## src/logic/csir_pkg.sv

```systemverilog
// Package for the charger status and event register group.
// Assumes a single 250 MHz clock domain and an 8-bit local register port.
`default_nettype none
package csir_pkg;
	// Local register addresses
	localparam logic [15:0] CSIR_ADDR_LIMIT_CFG   = 16'hA090;
	localparam logic [15:0] CSIR_ADDR_SPECIAL_CTL = 16'hA094;
	localparam logic [15:0] CSIR_ADDR_STATUS_ONE  = 16'hA095;
	localparam logic [15:0] CSIR_ADDR_STATUS_TWO  = 16'hA096;
	localparam logic [15:0] CSIR_ADDR_FLAGS       = 16'hA097;
	localparam logic [15:0] CSIR_ADDR_ENABLES     = 16'hA098;
	localparam logic [15:0] CSIR_ADDR_RSVD_FIRST  = 16'hA099;
	localparam logic [15:0] CSIR_ADDR_RSVD_LAST   = 16'hA09F;

	// Field positions
	localparam int CSIR_LIMIT_SRC_BIT     = 7;
	localparam int CSIR_INST_ON_DIS_BIT   = 5;
	localparam int CSIR_ST1_ADAPTER_BIT   = 0;
	localparam int CSIR_ST1_LIMITING_BIT  = 7;
	localparam int CSIR_ST2_SWELL_BIT     = 0;
	localparam int CSIR_ST2_THERM_OFF_BIT = 1;
	localparam int CSIR_ST2_IN_PROG_BIT   = 4;
	localparam int CSIR_ST2_COMPLETE_BIT  = 5;
	localparam int CSIR_ST2_RAIL_LOW_BIT  = 6;
	localparam int CSIR_ST2_OVERHEAT_BIT  = 7;
	localparam int CSIR_FLAG_ADAPTER_BIT  = 0;
	localparam int CSIR_FLAG_LIMIT_BIT    = 1;
	localparam int CSIR_FLAG_COMPLETE_BIT = 2;

	// Values after reset, and the synchroniser stage count
	localparam logic [7:0] CSIR_LIMIT_CFG_RESET   = 8'h00;
	localparam logic [7:0] CSIR_SPECIAL_CTL_RESET = 8'h00;
	localparam logic [2:0] CSIR_FLAGS_RESET       = 3'h0;
	localparam logic [2:0] CSIR_ENABLES_RESET     = 3'h1;
	localparam logic [4:0] CSIR_RSVD_RESET        = 5'h00;
	localparam int         CSIR_SYNC_STAGES       = 2;

	// Input current limit selection
	typedef enum logic [1:0] {
		CSIR_LIM_STARTUP_100MA,
		CSIR_LIM_PIN_500MA,
		CSIR_LIM_PIN_1500MA,
		CSIR_LIM_FIELD
	} csir_limit_mode_t;

	// Live analog status levels, all asynchronous to clk_in
	typedef struct packed {
		logic swell_guard_discharging;
		logic thermistor_sense_off;
		logic charge_in_progress;
		logic charge_complete;
		logic system_rail_low;
		logic die_overheat;
		logic adapter_present;
		logic input_limiting_active;
		logic limit_select_pin;
		logic rail_settled;
		logic undervoltage_lockout;
	} csir_status_t;

	localparam int CSIR_STATUS_W = $bits(csir_status_t);

	// Local register port request
	typedef struct packed {
		logic [15:0] addr;
		logic        wr_en;
		logic        rd_en;
		logic [7:0]  wr_data;
	} csir_req_t;
endpackage
`default_nettype wire

```

## src/logic/csir_regs.sv

```systemverilog
// Charger status, event flags, event enables and current-limit selection.
// Assumes status levels come straight from analog pins and that the
// register port is driven by logic on clk_in.
// How it works
// - Status-two bit 1 reads 1 while thermistor sensing is off.
// - Status-two bit 4 shows charging, bit 5 shows charge complete.
// - Status-two bit 6 shows rail below 3.6V, bit 7 die overheat.
// - Event bit 0 sets on adapter change, write one clears.
// - Event bit 1 sets on limiting change, write one clears, zero keeps.
// - Event bit 2 sets only on charge-complete rising edge; write one clears.
// - Enable bits 0 to 2; after reset adapter enable 1, others 0.
// - Limit source bit high selects internal field, low selects the pin.
// - Pin selection gives 500mA when low, 1.5A when high.
// - Start-up forces 100mA; settled rail uses the register setting.
// - Instant-on disable low: charging off while rail below 3.6V.
// - Instant-on off with load over limit: reduce charge while rail low.
// - Pre-regulator runs only while input is above lockout.
// - Status-one bit 0 holds adapter present, source of event bit 0.
// - Status-one bit 7 holds input limiting, source of event bit 1.
`timescale 1ns/1ps
`default_nettype none

// Two-flop synchroniser for one asynchronous level
module csir_sync (
	input  wire logic clk_in,    // Clock
	input  wire logic arst_n_in, // Async reset, active low
	input  wire logic ce_in,     // Clock enable
	input  wire logic async_in,  // Level from a pin
	output logic      sync_out   // Level in clk_in domain
);
	logic meta_reg;
	logic meta_next;
	logic stable_reg;
	logic stable_next;

	// First stage feeds only the second stage
	always_comb begin
		meta_next   = ce_in ? async_in : meta_reg;
		stable_next = ce_in ? meta_reg : stable_reg;
	end

	always_ff @(posedge clk_in or negedge arst_n_in) begin
		if (!arst_n_in) begin
			meta_reg   <= 1'b0;
			stable_reg <= 1'b0;
		end else begin
			meta_reg   <= meta_next;
			stable_reg <= stable_next;
		end
	end

	assign sync_out = stable_reg;
endmodule // csir_sync

module csir_regs
	import csir_pkg::*;
(
	input  wire logic                  clk_in,              // 250 MHz clock
	input  wire logic                  arst_n_in,           // Async reset, active low
	input  wire logic                  ce_in,               // Clock enable, freezes all state when low
	input  wire csir_pkg::csir_status_t status_in,          // Raw analog status levels
	input  wire csir_pkg::csir_req_t   req_in,              // Local register request
	output logic [7:0]                 rd_data_out,         // Read data, registered
	output logic                       rd_valid_out,        // Read data valid pulse
	output logic                       irq_out,             // Charger interrupt request
	output csir_pkg::csir_limit_mode_t limit_mode_out,      // Selected input limit source
	output logic [2:0]                 limit_field_out,     // Internal limit field value
	output logic                       charge_disable_out,  // Charging disabled by rail sag
	output logic                       charge_reduce_out,   // Charge current reduced
	output logic                       prereg_run_out       // Pre-regulator run enable
);
	import csir_pkg::*;

	csir_status_t st;

	// Every analog level crosses two flops before use
	genvar gi;
	generate
		for (gi = 0; gi < CSIR_STATUS_W; gi++) begin : g_sync
			csir_sync u_sync (
				.clk_in    (clk_in),
				.arst_n_in (arst_n_in),
				.ce_in     (ce_in),
				.async_in  (status_in[gi]),
				.sync_out  (st[gi])
			);
		end
	endgenerate

	logic [7:0] limit_cfg_reg;
	logic [7:0] limit_cfg_next;
	logic [7:0] special_reg;
	logic [7:0] special_next;
	logic [2:0] flags_reg;
	logic [2:0] flags_next;
	logic [4:0] flags_rsvd_reg;
	logic [4:0] flags_rsvd_next;
	logic [2:0] enables_reg;
	logic [2:0] enables_next;
	logic [4:0] enables_rsvd_reg;
	logic [4:0] enables_rsvd_next;
	logic       prev_adapter_reg;
	logic       prev_adapter_next;
	logic       prev_limiting_reg;
	logic       prev_limiting_next;
	logic       prev_complete_reg;
	logic       prev_complete_next;
	logic [1:0] prime_cnt_reg;
	logic [1:0] prime_cnt_next;
	logic       primed;
	logic [7:0] rd_data_reg;
	logic [7:0] rd_data_next;
	logic       rd_valid_reg;
	logic       rd_valid_next;
	logic [7:0] status_one;
	logic [7:0] status_two;
	logic [2:0] events;
	logic [2:0] clears;
	logic       wr_limit;
	logic       wr_special;
	logic       wr_flags;
	logic       wr_enables;

	// Live status words, no storage so they always show the present level
	always_comb begin
		status_one = 8'h00;
		status_two = 8'h00;
		status_one[CSIR_ST1_ADAPTER_BIT]   = st.adapter_present;
		status_one[CSIR_ST1_LIMITING_BIT]  = st.input_limiting_active;
		status_two[CSIR_ST2_SWELL_BIT]     = st.swell_guard_discharging;
		status_two[CSIR_ST2_THERM_OFF_BIT] = st.thermistor_sense_off;
		status_two[CSIR_ST2_IN_PROG_BIT]   = st.charge_in_progress;
		status_two[CSIR_ST2_COMPLETE_BIT]  = st.charge_complete;
		status_two[CSIR_ST2_RAIL_LOW_BIT]  = st.system_rail_low;
		status_two[CSIR_ST2_OVERHEAT_BIT]  = st.die_overheat;
	end

	// Write decode; status and reserved addresses take no write
	assign wr_limit   = req_in.wr_en && (req_in.addr == CSIR_ADDR_LIMIT_CFG);
	assign wr_special = req_in.wr_en && (req_in.addr == CSIR_ADDR_SPECIAL_CTL);
	assign wr_flags   = req_in.wr_en && (req_in.addr == CSIR_ADDR_FLAGS);
	assign wr_enables = req_in.wr_en && (req_in.addr == CSIR_ADDR_ENABLES);

	// Change detection waits until both sync stages and the previous-level flops hold
	// real levels; otherwise every input already high at power-up would raise a flag
	assign primed = (prime_cnt_reg == 2'(CSIR_SYNC_STAGES + 1));

	always_comb begin
		events = 3'h0;
		events[CSIR_FLAG_ADAPTER_BIT]  = primed && (st.adapter_present != prev_adapter_reg);
		events[CSIR_FLAG_LIMIT_BIT]    = primed && (st.input_limiting_active != prev_limiting_reg);
		events[CSIR_FLAG_COMPLETE_BIT] = primed && st.charge_complete && !prev_complete_reg;
		clears = wr_flags ? req_in.wr_data[2:0] : 3'h0;
	end

	// Next values of control and flag state; a set in the clear cycle wins
	always_comb begin
		limit_cfg_next     = limit_cfg_reg;
		special_next       = special_reg;
		flags_next         = flags_reg;
		flags_rsvd_next    = flags_rsvd_reg;
		enables_next       = enables_reg;
		enables_rsvd_next  = enables_rsvd_reg;
		prev_adapter_next  = prev_adapter_reg;
		prev_limiting_next = prev_limiting_reg;
		prev_complete_next = prev_complete_reg;
		prime_cnt_next     = prime_cnt_reg;
		if (ce_in) begin
			if (wr_limit) begin
				limit_cfg_next = req_in.wr_data;
			end
			if (wr_special) begin
				special_next = req_in.wr_data;
			end
			flags_next = (flags_reg & ~clears) | events;
			if (wr_flags) begin
				flags_rsvd_next = req_in.wr_data[7:3];
			end
			if (wr_enables) begin
				enables_next      = req_in.wr_data[2:0];
				enables_rsvd_next = req_in.wr_data[7:3];
			end
			prev_adapter_next  = st.adapter_present;
			prev_limiting_next = st.input_limiting_active;
			prev_complete_next = st.charge_complete;
			if (!primed) begin
				prime_cnt_next = prime_cnt_reg + 2'h1;
			end
		end
	end

	always_ff @(posedge clk_in or negedge arst_n_in) begin
		if (!arst_n_in) begin
			limit_cfg_reg     <= CSIR_LIMIT_CFG_RESET;
			special_reg       <= CSIR_SPECIAL_CTL_RESET;
			flags_reg         <= CSIR_FLAGS_RESET;
			flags_rsvd_reg    <= CSIR_RSVD_RESET;
			enables_reg       <= CSIR_ENABLES_RESET;
			enables_rsvd_reg  <= CSIR_RSVD_RESET;
			prev_adapter_reg  <= 1'b0;
			prev_limiting_reg <= 1'b0;
			prev_complete_reg <= 1'b0;
			prime_cnt_reg     <= 2'h0;
		end else begin
			limit_cfg_reg     <= limit_cfg_next;
			special_reg       <= special_next;
			flags_reg         <= flags_next;
			flags_rsvd_reg    <= flags_rsvd_next;
			enables_reg       <= enables_next;
			enables_rsvd_reg  <= enables_rsvd_next;
			prev_adapter_reg  <= prev_adapter_next;
			prev_limiting_reg <= prev_limiting_next;
			prev_complete_reg <= prev_complete_next;
			prime_cnt_reg     <= prime_cnt_next;
		end
	end

	// Read mux; reserved and unmapped addresses answer zero
	always_comb begin
		rd_data_next  = rd_data_reg;
		rd_valid_next = 1'b0;
		if (ce_in) begin
			rd_valid_next = req_in.rd_en;
			if (req_in.rd_en) begin
				case (req_in.addr)
					CSIR_ADDR_LIMIT_CFG:   rd_data_next = limit_cfg_reg;
					CSIR_ADDR_SPECIAL_CTL: rd_data_next = special_reg;
					CSIR_ADDR_STATUS_ONE:  rd_data_next = status_one;
					CSIR_ADDR_STATUS_TWO:  rd_data_next = status_two;
					CSIR_ADDR_FLAGS:       rd_data_next = {flags_rsvd_reg, flags_reg};
					CSIR_ADDR_ENABLES:     rd_data_next = {enables_rsvd_reg, enables_reg};
					default:               rd_data_next = 8'h00;
				endcase
			end
		end else begin
			rd_valid_next = rd_valid_reg;
		end
	end

	always_ff @(posedge clk_in or negedge arst_n_in) begin
		if (!arst_n_in) begin
			rd_data_reg  <= 8'h00;
			rd_valid_reg <= 1'b0;
		end else begin
			rd_data_reg  <= rd_data_next;
			rd_valid_reg <= rd_valid_next;
		end
	end

	assign rd_data_out  = rd_data_reg;
	assign rd_valid_out = rd_valid_reg;

	// Interrupt follows flags and enables combinationally, so a clear withdraws it at once
	assign irq_out = |(flags_reg & enables_reg);

	// Current-limit source selection; start-up limit overrides everything
	always_comb begin
		if (!st.rail_settled) begin
			limit_mode_out = CSIR_LIM_STARTUP_100MA;
		end else if (limit_cfg_reg[CSIR_LIMIT_SRC_BIT]) begin
			limit_mode_out = CSIR_LIM_FIELD;
		end else if (st.limit_select_pin) begin
			limit_mode_out = CSIR_LIM_PIN_1500MA;
		end else begin
			limit_mode_out = CSIR_LIM_PIN_500MA;
		end
	end

	assign limit_field_out = limit_cfg_reg[2:0];

	// Instant-on policy: system load has priority unless the disable bit is set
	assign charge_disable_out = !special_reg[CSIR_INST_ON_DIS_BIT] && st.system_rail_low;
	assign charge_reduce_out  = special_reg[CSIR_INST_ON_DIS_BIT] && st.system_rail_low
	                            && st.input_limiting_active;
	assign prereg_run_out     = !st.undervoltage_lockout;
endmodule // csir_regs
`default_nettype wire

```

## config.mk

```make
export PLATFORM = sky130hd
export DESIGN_NAME = csir_regs
export DESIGN_NICKNAME = d
export VERILOG_FILES = /design/src/logic/csir_pkg.sv /design/src/logic/csir_regs.sv
export SDC_FILE = /design/constraint.sdc
export NUM_CORES = 1
export LEC_CHECK = 0
export BUFFER_PORTS_ARGS = -buffer_cell sky130_fd_sc_hd__buf_4
export CAP_MARGIN = 0
export CORE_ASPECT_RATIO = 0.7
export CORE_MARGIN = 1.5
export CORE_UTILIZATION = 30
export CTS_BUF_LIST = sky130_fd_sc_hd__clkbuf_8
export CTS_CLUSTER_SIZE = 30
export DETAILED_ROUTE_END_ITERATION = 12
export PLACE_DENSITY = 0.44
export REMOVE_ABC_BUFFERS = 1
export SKIP_LAST_GASP = 1
export SYNTH_ARGS = -nofsm -noshare
export SYNTH_HDL_FRONTEND = slang
export SYNTH_HIERARCHICAL = 1
export SYNTH_SLANG_ARGS = --single-unit
```

## constraint.sdc

```tcl
create_clock -name clk_in -period 1.7 [get_ports clk_in]
set_input_delay 0.51 -clock clk_in [delete_from_list [all_inputs] [get_ports clk_in]]
set_output_delay 0.51 -clock clk_in [all_outputs]
set_load 0.005 [all_outputs]
```

-- Yosys cells after proc, flatten, opt, wreduce, memory -nomap -nowiden
Index checks and enable logic that the tools add are counted.
- register bits: 68
- latch bits: 0
- bits in writable memories: 0
- ROM bits: 0
- input port bits: 40
- output and inout bits: 18
- word-level logic and storage cells: 75
- memories kept: 0
- add/sub/neg operators: 1
- multiply operators: 0
- divide/modulo/power cells: 0
- order comparisons: 0
- eq/ne operators: 9
- shifts and indexed selects: 0
- mux-type cells: 5
- bitwise gates (word level): 5
- reduce and logical (&&, ||, !) cells: 21
- operators with widths (cell ; count):
    $eq A16 B16 Y1 const B ; 6
    $pmux W8 S6 ; 1
    $reduce_and A2 Y1 ; 6
    $logic_and A1 B1 Y1 ; 11
    $and A3 B3 Y3 ; 2
    $mux W2 ; 3
    $logic_not A1 Y1 ; 3
    $mux W3 ; 1
    $not A3 Y3 ; 1
    $or A3 B3 Y3 ; 1
    $reduce_or A3 Y1 ; 1
    $add A2 B1 Y2 const B ; 1
    $eq A2 B2 Y1 const B ; 1
    $ne A1 B1 Y1 ; 2
    $not A1 Y1 ; 1

-- Logic depth before layout (Yosys ltp)
Gate-level depths: netlist of run 1.
- word-level depth: 6
- mapped depth: 5
- gate-level depth less buffers: 4

-- Modules after synthesis
Netlist of run 1, hierarchy kept.
- by module, submodules not included (module ; instances ; cells an instance ; area each (um2) ; seq. area each (um2)):
    csir_regs ; 1 ; 189 ; 2318.5 ; 1152.4
    csir_sync ; 11 ; 4 ; 72.6 ; 50.0

-- Least setup slack after synthesis of run 1
Ideal clock, no wire load.
- path type: input-to-reg
- start point: input port req_in[19] (netlist bit)
- end point: register enables_reg[1]
- library setup time: 0.125 ns
- arrival time: 2.122 ns
- data required time: 1.575 ns
- slack: -0.548 ns
- cell stages on the path: 5
- buffers on the path: 2
- path through: or4_1 buf_2 or4_4 buf_6 mux2_4
- word-level cells in the longest chain between the ends: 3
- ends and longest elaborated chain (element ; RTL line ; source):
    start: declaration ; csir_regs.sv:62 ; input wire csir_pkg::csir_req_t req_in,
    $eq A16 B16 Y1 ; csir_regs.sv:142 ; assign wr_enables = req_in.wr_en && (req_in.addr == CSIR_ADDR_ENABLES);
    $logic_and A1 B1 Y1 ; csir_regs.sv:142 ;
    $reduce_and A2 Y1 (no line) ; -- ;
    end signal: assignment ; csir_regs.sv:209 ; enables_reg <= enables_next;
    end: declaration ; csir_regs.sv:98 ; logic [2:0] enables_reg;
No other way between the ends.
A chain may end at the register's enable or synchronous reset.

-- Final worst setup path of run 1
- start point: input port req_in[19] (netlist bit)
- end point: register special_reg[1]
- word-level cells in the longest chain between the ends: 3
- ends and longest elaborated chain (element ; RTL line ; source):
    $eq A16 B16 Y1 ; csir_regs.sv:140 ; assign wr_special = req_in.wr_en && (req_in.addr == CSIR_ADDR_SPECIAL_CTL);
    $logic_and A1 B1 Y1 ; csir_regs.sv:140 ;
    $reduce_and A2 Y1 (no line) ; -- ;
    end signal: assignment ; csir_regs.sv:206 ; special_reg <= special_next;
    end: declaration ; csir_regs.sv:92 ; logic [7:0] special_reg;
No other way between the ends.

==> results of run 1 <==
[what timing repair did]
item,4_1_cts,5_1_grt
buffers inserted,4,2
endpoints found under the setup margin,34,35
gates resized for setup,19,11
pin swaps,6,3
[cell usage in the layout, fill, tap and decap left out, drive strengths merged, types with 3 or more instances in the layout]
cell type,n
a21oi,4
a31oi,4
buf,94
clkbuf,11
clkinv,3
dfrtp,67
inv,11
mux2,55
mux2i,10
nand2,13
nand2b,3
nand3,3
nor3,3
nor4,3
o21ai,9
o21bai,3
o22ai,7
xnor2,3
[per-stage QoR]
stage               TNS (ns)  hold WS, ns  instances   util  area, um^2
global route           -4.85       0.0705        462  0.429        4250
CTS                    -3.67       0.0673        460  0.423        4200
detailed placement    -20.72        0.458        440  0.394        3910
finish                 -4.01       0.0595        462  0.429        4250
global placement      -20.28        0.459        440  0.394        3910
floorplan             -13.81        0.214        224      -        3060
[critical path: cells and delay by family]
family	cells	cell delay, ns
muxes	1	0.30
and+or+nand+nor	2	0.87
buffers and inverters	3	0.43
[layout make-up]
cell class	instances	area [um^2]
well taps	128	160
flip-flops and latches	68	1700
fillers	961	5660
multi-input cells	146	1400
inverters	10	37.5
clock buffers	11	151
repair buffers	94	768
clock inverters	5	35.0
[worst max path at each step]
stage                             start                               to  depth (start not counted)
2_1_floorplan                req_in[19]       enables_reg[1]$_DFFE_PN0P_                          3
3_3_place_gp                 req_in[19]  enables_rsvd_reg[3]$_DFFE_PN0P_                          4
3_5_place_dp                 req_in[19]       special_reg[1]$_DFFE_PN0P_                          6
4_1_cts        flags_reg[1]$_DFFE_PN0P_                          irq_out                          3
5_1_grt        flags_reg[1]$_DFFE_PN0P_                          irq_out                          3
6_report                     req_in[19]       special_reg[1]$_DFFE_PN0P_                          6
[layer usage]
metal / up-vias / part of all wire / GRT usage / routed length (um)
met1: 1097 / 0.52 / 0.222 / 4070
met5: - / 0 / 0 / 0
li1: 1040 / - / - / -
met3: 8 / 0.051 / 0.0441 / 398
met4: 0 / 0.011 / 0.0403 / 85
met2: 63 / 0.42 / 0.220 / 3250
[kinds of logic (layout without fill, tap and decap cells)]
logic type / Yosys count / in the layout / share of synthesized area
AOI/OAI and AO/OA: 33 / 33 / 0.0670
xor gates and xnor gates: 3 / 3 / 0.00843
adders and majority gates: 1 / 1 / 0.00401
buffers and inverters: 19 / 120 / 0.0301
DFF: 68 / 68 / 0.546
muxes: 67 / 67 / 0.255
and+or+nand+nor: 42 / 42 / 0.0891
[power by group]
| group | total [W] | internal, W | switching, W |
|---|---|---|---|
| registers | 0.00179 | 0.00172 | 0.0000663 |
| logic | 0.000503 | 0.000298 | 0.000205 |
| clock network | 0.00126 | 0.000612 | 0.000651 |
| total | 0.00356 | 0.00263 | 0.000923 |
==> results_dict.tcl, run 1 <==
set metrics [dict create \
    regToRegSetupSlack_ns 0.09 \
    reg2reg_from "g_sync[3].u_sync/sync_out$_DFFE_PN0P_" \
    path_class "primary input to register" \
    cpPeakStageDelay_ns 0.55 \
    finalPower_w 0.00356 \
    rsz0062_at_grt "yes" \
    clock_latency_ns 0.35 \
    die_h_um 88.3 \
    relSlewSlack 0.752 \
    clkTransAtPathRegs_ns 0.08 \
    peakVddDrop_mv 0.419 \
    grt_max_degree 29 \
    syn_area_um2 3120 \
    io_buffer_count 57 \
    path_cells "buf_6 -> or4_4 -> buf_6 -> nor4_4 -> buf_6 -> mux2_4" \
    dp_hpwl_um 5790 \
    power.density_nw_per_um2 837 \
    numCtsBuffers 9 \
    r2r-end "rd_data_out[7]$_DFFE_PN0P_" \
    ios 58 \
    drtAntennaViolNets 0 \
    outcome "finished, violations left" \
    syn_inst 233 \
    diodes 0 \
    finalHoldViolations 0 \
    grt_use_total 0.152 \
    dp_slack_ns -0.624 \
    syn_to_final_growth_pct 36.4 \
    h-tree-depth 3 \
    crit_top_cell "buf_6" \
    cp_data_arrival_time_ns 2.11 \
    ys_seq_elements 68 \
    crit_path_max_fanout 4 \
    ys_top_cells_by_count "67 x dfrtp_1, 47 x mux2_2, 13 x nand2_1, 10 x inv_1, 10 x mux2i_1" \
    die_area_um2 11000 \
    drive_above_1_share 0.533 \
    grt_pass1_vias 2242 \
    power_leakage_nw 2.05 \
    first_iter_violations 81 \
    finalNetCount 370 \
    cp_slowest_cell "or4_4" \
    root_buffer "clkbuf_8" \
    violations "setup timing" \
    ys.flop_type "dfrtp_1" \
    drc_errors 0 \
    worstMarginPinSlew_ns 0.373 \
    endpoint_kind "register" \
    clock.fmax_mhz 532 \
    dr.pass1.iters 4 \
    synth_edf_count 0 \
    setup.worst_path.start_class "primary input" \
    maxCapViolCount 0 \
    cts_hold_buf 0 \
    async_flop_share 1.00 \
    yosys-top-cells-area "dfrtp_1 54%, mux2_2 17%, mux2_4 3.9%, mux2i_1 3.2%, nand2_1 1.6%" \
    yosys_warnings 6 \
    drv_slew 0 \
    finClkSkew_ns 0.00783 \
    cts_tree "yes" \
    cp.required_ns 1.93 \
    routedWlPerCell_um 16.9 \
    core_um2 9910 \
    die_w_um 125 \
    gp_congestion 0.760 \
    antenna_found_initial 0 \
    clock-sinks 68 \
    grt_pass1_wl_um 12600 \
    placementRows 30 \
    setup_viol 30 \
    timing.final.crit_share 1.11 \
    synth_top_area_cell "dfrtp_1" \
    vias_per_cell 4.78 \
    postSynthAreaPerCell_um2 13.4 \
    yosysSeqAreaShare 0.546 \
    reg2reg_depth 5 \
    layout_setup_ws_ns -0.180 \
    drt-total-wl_um 7810 \
    synth_most_common_cell "dfrtp_1" \
    min_path_type "primary input to asynchronous set/reset pin" \
    routed-via-count 2208 \
    min_period_ns 1.88 \
    synth.distinct_cells 41 \
    yosysTopAreaCellShare 0.538 \
    grt_overflow 0 \
    cts_buffer_depth 2 \
    start_util 0.315 \
]
Power figures use the tool's default switching activity.
==> run 2, diff against run 1 <==
PLACE_DENSITY = 0.45   (was 0.44)
SYNTH_HIERARCHICAL = unset   (was 1)
==> results_dict.tcl, run 2 <==
set metrics [dict create \
    outcome "finished, violations left" \
    violations "setup timing" \
    min_period_ns 2.20 \
    dp_hpwl_um 5750 \
    async_flop_share 1.00 \
    syn_to_final_growth_pct 43.1 \
    drive_above_1_share 0.604 \
    syn_inst 224 \
    grt_pass1_vias 2154 \
    yosysSeqAreaShare 0.563 \
    post-place-cells 430 \
    worstMarginPinSlew_ns 0.683 \
    root_buffer "clkbuf_8" \
    path_class "primary input to register" \
    die_area_um2 10700 \
    ys_top_cells_by_count "67 x dfrtp_1, 53 x mux2_2, 16 x nand2_1, 8 x a22oi_1" \
    die_h_um 87.0 \
    clock_latency_ns 0.35 \
    synth_mux_area_frac 0.212 \
    grtUsageMet3 0.0602 \
    grt_overflow 0 \
    grt_pass1_wl_um 12700 \
    yosys.area_share.xor_xnor 0.00869 \
    routed-via-count 2193 \
    met1_usage 0.264 \
    timing.final.crit_share 1.30 \
    placementRows 30 \
    ios 58 \
    h-tree-depth 3 \
    dr.pass1.iters 4 \
    postSynthAreaPerCell_um2 13.5 \
    grt_util_met2 0.214 \
    drv_slew 0 \
    layout_common_cells "83 x buf_4, 67 x dfrtp_1, 33 x mux2_2" \
    finalNetCount 359 \
    cp.required_ns 1.93 \
    grt_use_total 0.168 \
    setup.worst_path.start_class "primary input" \
    layout_setup_ws_ns -0.504 \
    busiest_layer "met1" \
    cts_hold_buf 0 \
    yosys_warnings 0 \
    clock.fmax_mhz 454 \
    peakVddDrop_mv 0.589 \
    drc_errors 0 \
    finalHoldViolations 0 \
    min_path_type "primary input to asynchronous set/reset pin" \
    crit_path_max_fanout 8 \
    antenna_found_initial 0 \
    vias_per_cell 4.86 \
    tns_ns -17.43 \
    routedWlPerCell_um 18.5 \
    clkTransAtPathRegs_ns 0.07 \
    endpoint_kind "register" \
    numCtsBuffers 9 \
    fillers 945 \
    gp_congestion 0.762 \
    die_w_um 123 \
    yosys.area_share.simple 0.0894 \
    cp_data_arrival_time_ns 2.43 \
    reg2reg_depth 3 \
    drt-total-wl_um 8350 \
    io_buffer_count 57 \
    relSlewSlack 0.545 \
    dp_slack_ns -1.02 \
    finClkSkew_ns 0.00495 \
    rsz0062_at_grt "yes" \
    synthAdderAreaFrac 0.00414 \
    synth_top_area_cell "dfrtp_1" \
    ys.flop_type "dfrtp_1" \
    power_leakage_nw 2.00 \
    diodes 0 \
    yosysTopAreaCellShare 0.555 \
    start_util 0.310 \
    yosys-top-cells-area "dfrtp_1 55%, mux2_2 20%, a22oi_1 2.0%, nand2_1 2.0%, a22o_1 1.7%" \
    clock-sinks 68 \
    grt_max_degree 28 \
    maxCapViolCount 0 \
    core_um2 9760 \
    synth_top_family_by_area "multiplexers" \
    cts_tree "yes" \
    synth_most_common_cell "dfrtp_1" \
    ys_seq_elements 68 \
    mostFrequentLayoutCell "buf_4" \
    drtAntennaViolNets 0 \
    setup_viol 41 \
    first_iter_violations 102 \
    cts_buffer_depth 2 \
    syn_area_um2 3020 \
    power.density_nw_per_um2 807 \
    synth_edf_count 0 \
    synth-compound-area-share 0.0919 \
    instances_no_fill 451 \
    synth.distinct_cells 37 \
]
-- run 2: changes by cell type after synthesis, moves of 7 or more --
| cell | change |
|---|---|
| mux2i_1 | -10 |
| o22ai_1 | -7 |
| mux2_4 | -8 |
| a22oi_1 | +8 |
-- run 2: metrics by stage --
stage | total power (W) | util | instance area (um^2) | hold slack, ns
global placement | 0.00234 | 0.395 | 3860 | 0.463
finish | 0.00349 | 0.443 | 4330 | 0.0776
global route | 0.00368 | 0.443 | 4330 | 0.0899
detailed placement | 0.00235 | 0.395 | 3860 | 0.462
floorplan | 0.00207 | - | 2950 | 0.214
CTS | 0.00355 | 0.434 | 4230 | 0.0702
-- run 2: path summary, 6_finish.rpt --
| kind | start | to | slack [ns] |
|---|---|---|---|
| min reg2reg | rd_data_out[0]$_DFFE_PN0P_ | rd_data_out[0]$_DFFE_PN0P_ | 0.48 |
| min in group clk_in | status_in[10] | g_sync[10].u_sync.meta_reg$_DFFE_PN0P_ | 0.39 |
| max reg2reg | flags_reg[0]$_DFFE_PN0P_ | rd_data_out[0]$_DFFE_PN0P_ | 0.05 |
| min | arst_n_in | enables_reg[2]$_DFFE_PN0P_ | 0.08 |
| max | req_in[15] | flags_rsvd_reg[4]$_DFFE_PN0P_ | -0.50 |
| max in group asynchronous | arst_n_in | flags_rsvd_reg[4]$_DFFE_PN0P_ | 1.15 |
-- run 2: kinds of logic (layout without fill, tap and decap cells) --
| logic type | after synthesis | in the layout |
|---|---|---|
| muxes | 55 | 55 |
| buffers and inverters | 20 | 119 |
| AOI/OAI and AO/OA | 35 | 35 |
| adders and majority gates | 1 | 1 |
| DFF | 68 | 68 |
| xor gates and xnor gates | 3 | 3 |
| and+or+nand+nor | 42 | 42 |
-- run 2: final cells by class --
| class | count | area (um^2) | share of cell area |
|---|---|---|---|
| timing repair buffer | 99 | 830 | 0.192 |
| clock inverter | 6 | 31.3 | 0.00723 |
| inverter | 4 | 15.0 | 0.00347 |
| multi-input combinational | 136 | 1450 | 0.335 |
| tap | 128 | 160 | 0.0370 |
| sequential | 68 | 1700 | 0.394 |
| clock buffer | 10 | 138 | 0.0318 |
-- run 2: timing repair --
item / CTS / global route
pin swaps: 19 / 24
buffers inserted: 4 / 1
hold endpoints to repair: 0 / 0
setup endpoints to repair: 42 / 42
gates cloned: 2 / 0
resized for setup: 46 / 23
-- run 2: power by group --
part	switching, W	internal [W]
combinational	0.000206	0.000297
clock	0.000597	0.000552
sequential	0.0000897	0.00175
-- run 2: worst max-delay path: stages --
cell and delay [ns]:
buf_6 0.09, or4bb_4 0.58, or4_4 0.56, nor3b_4 0.22, buf_12 0.17, mux2_4 0.30
-- run 2: metal layers --
layer | routed length (um) | vias to the layer above
met5 | 0 | -
met4 | 76 | 0
met3 | 505 | 6
met2 | 3330 | 57
met1 | 4440 | 1100
li1 | - | 1030
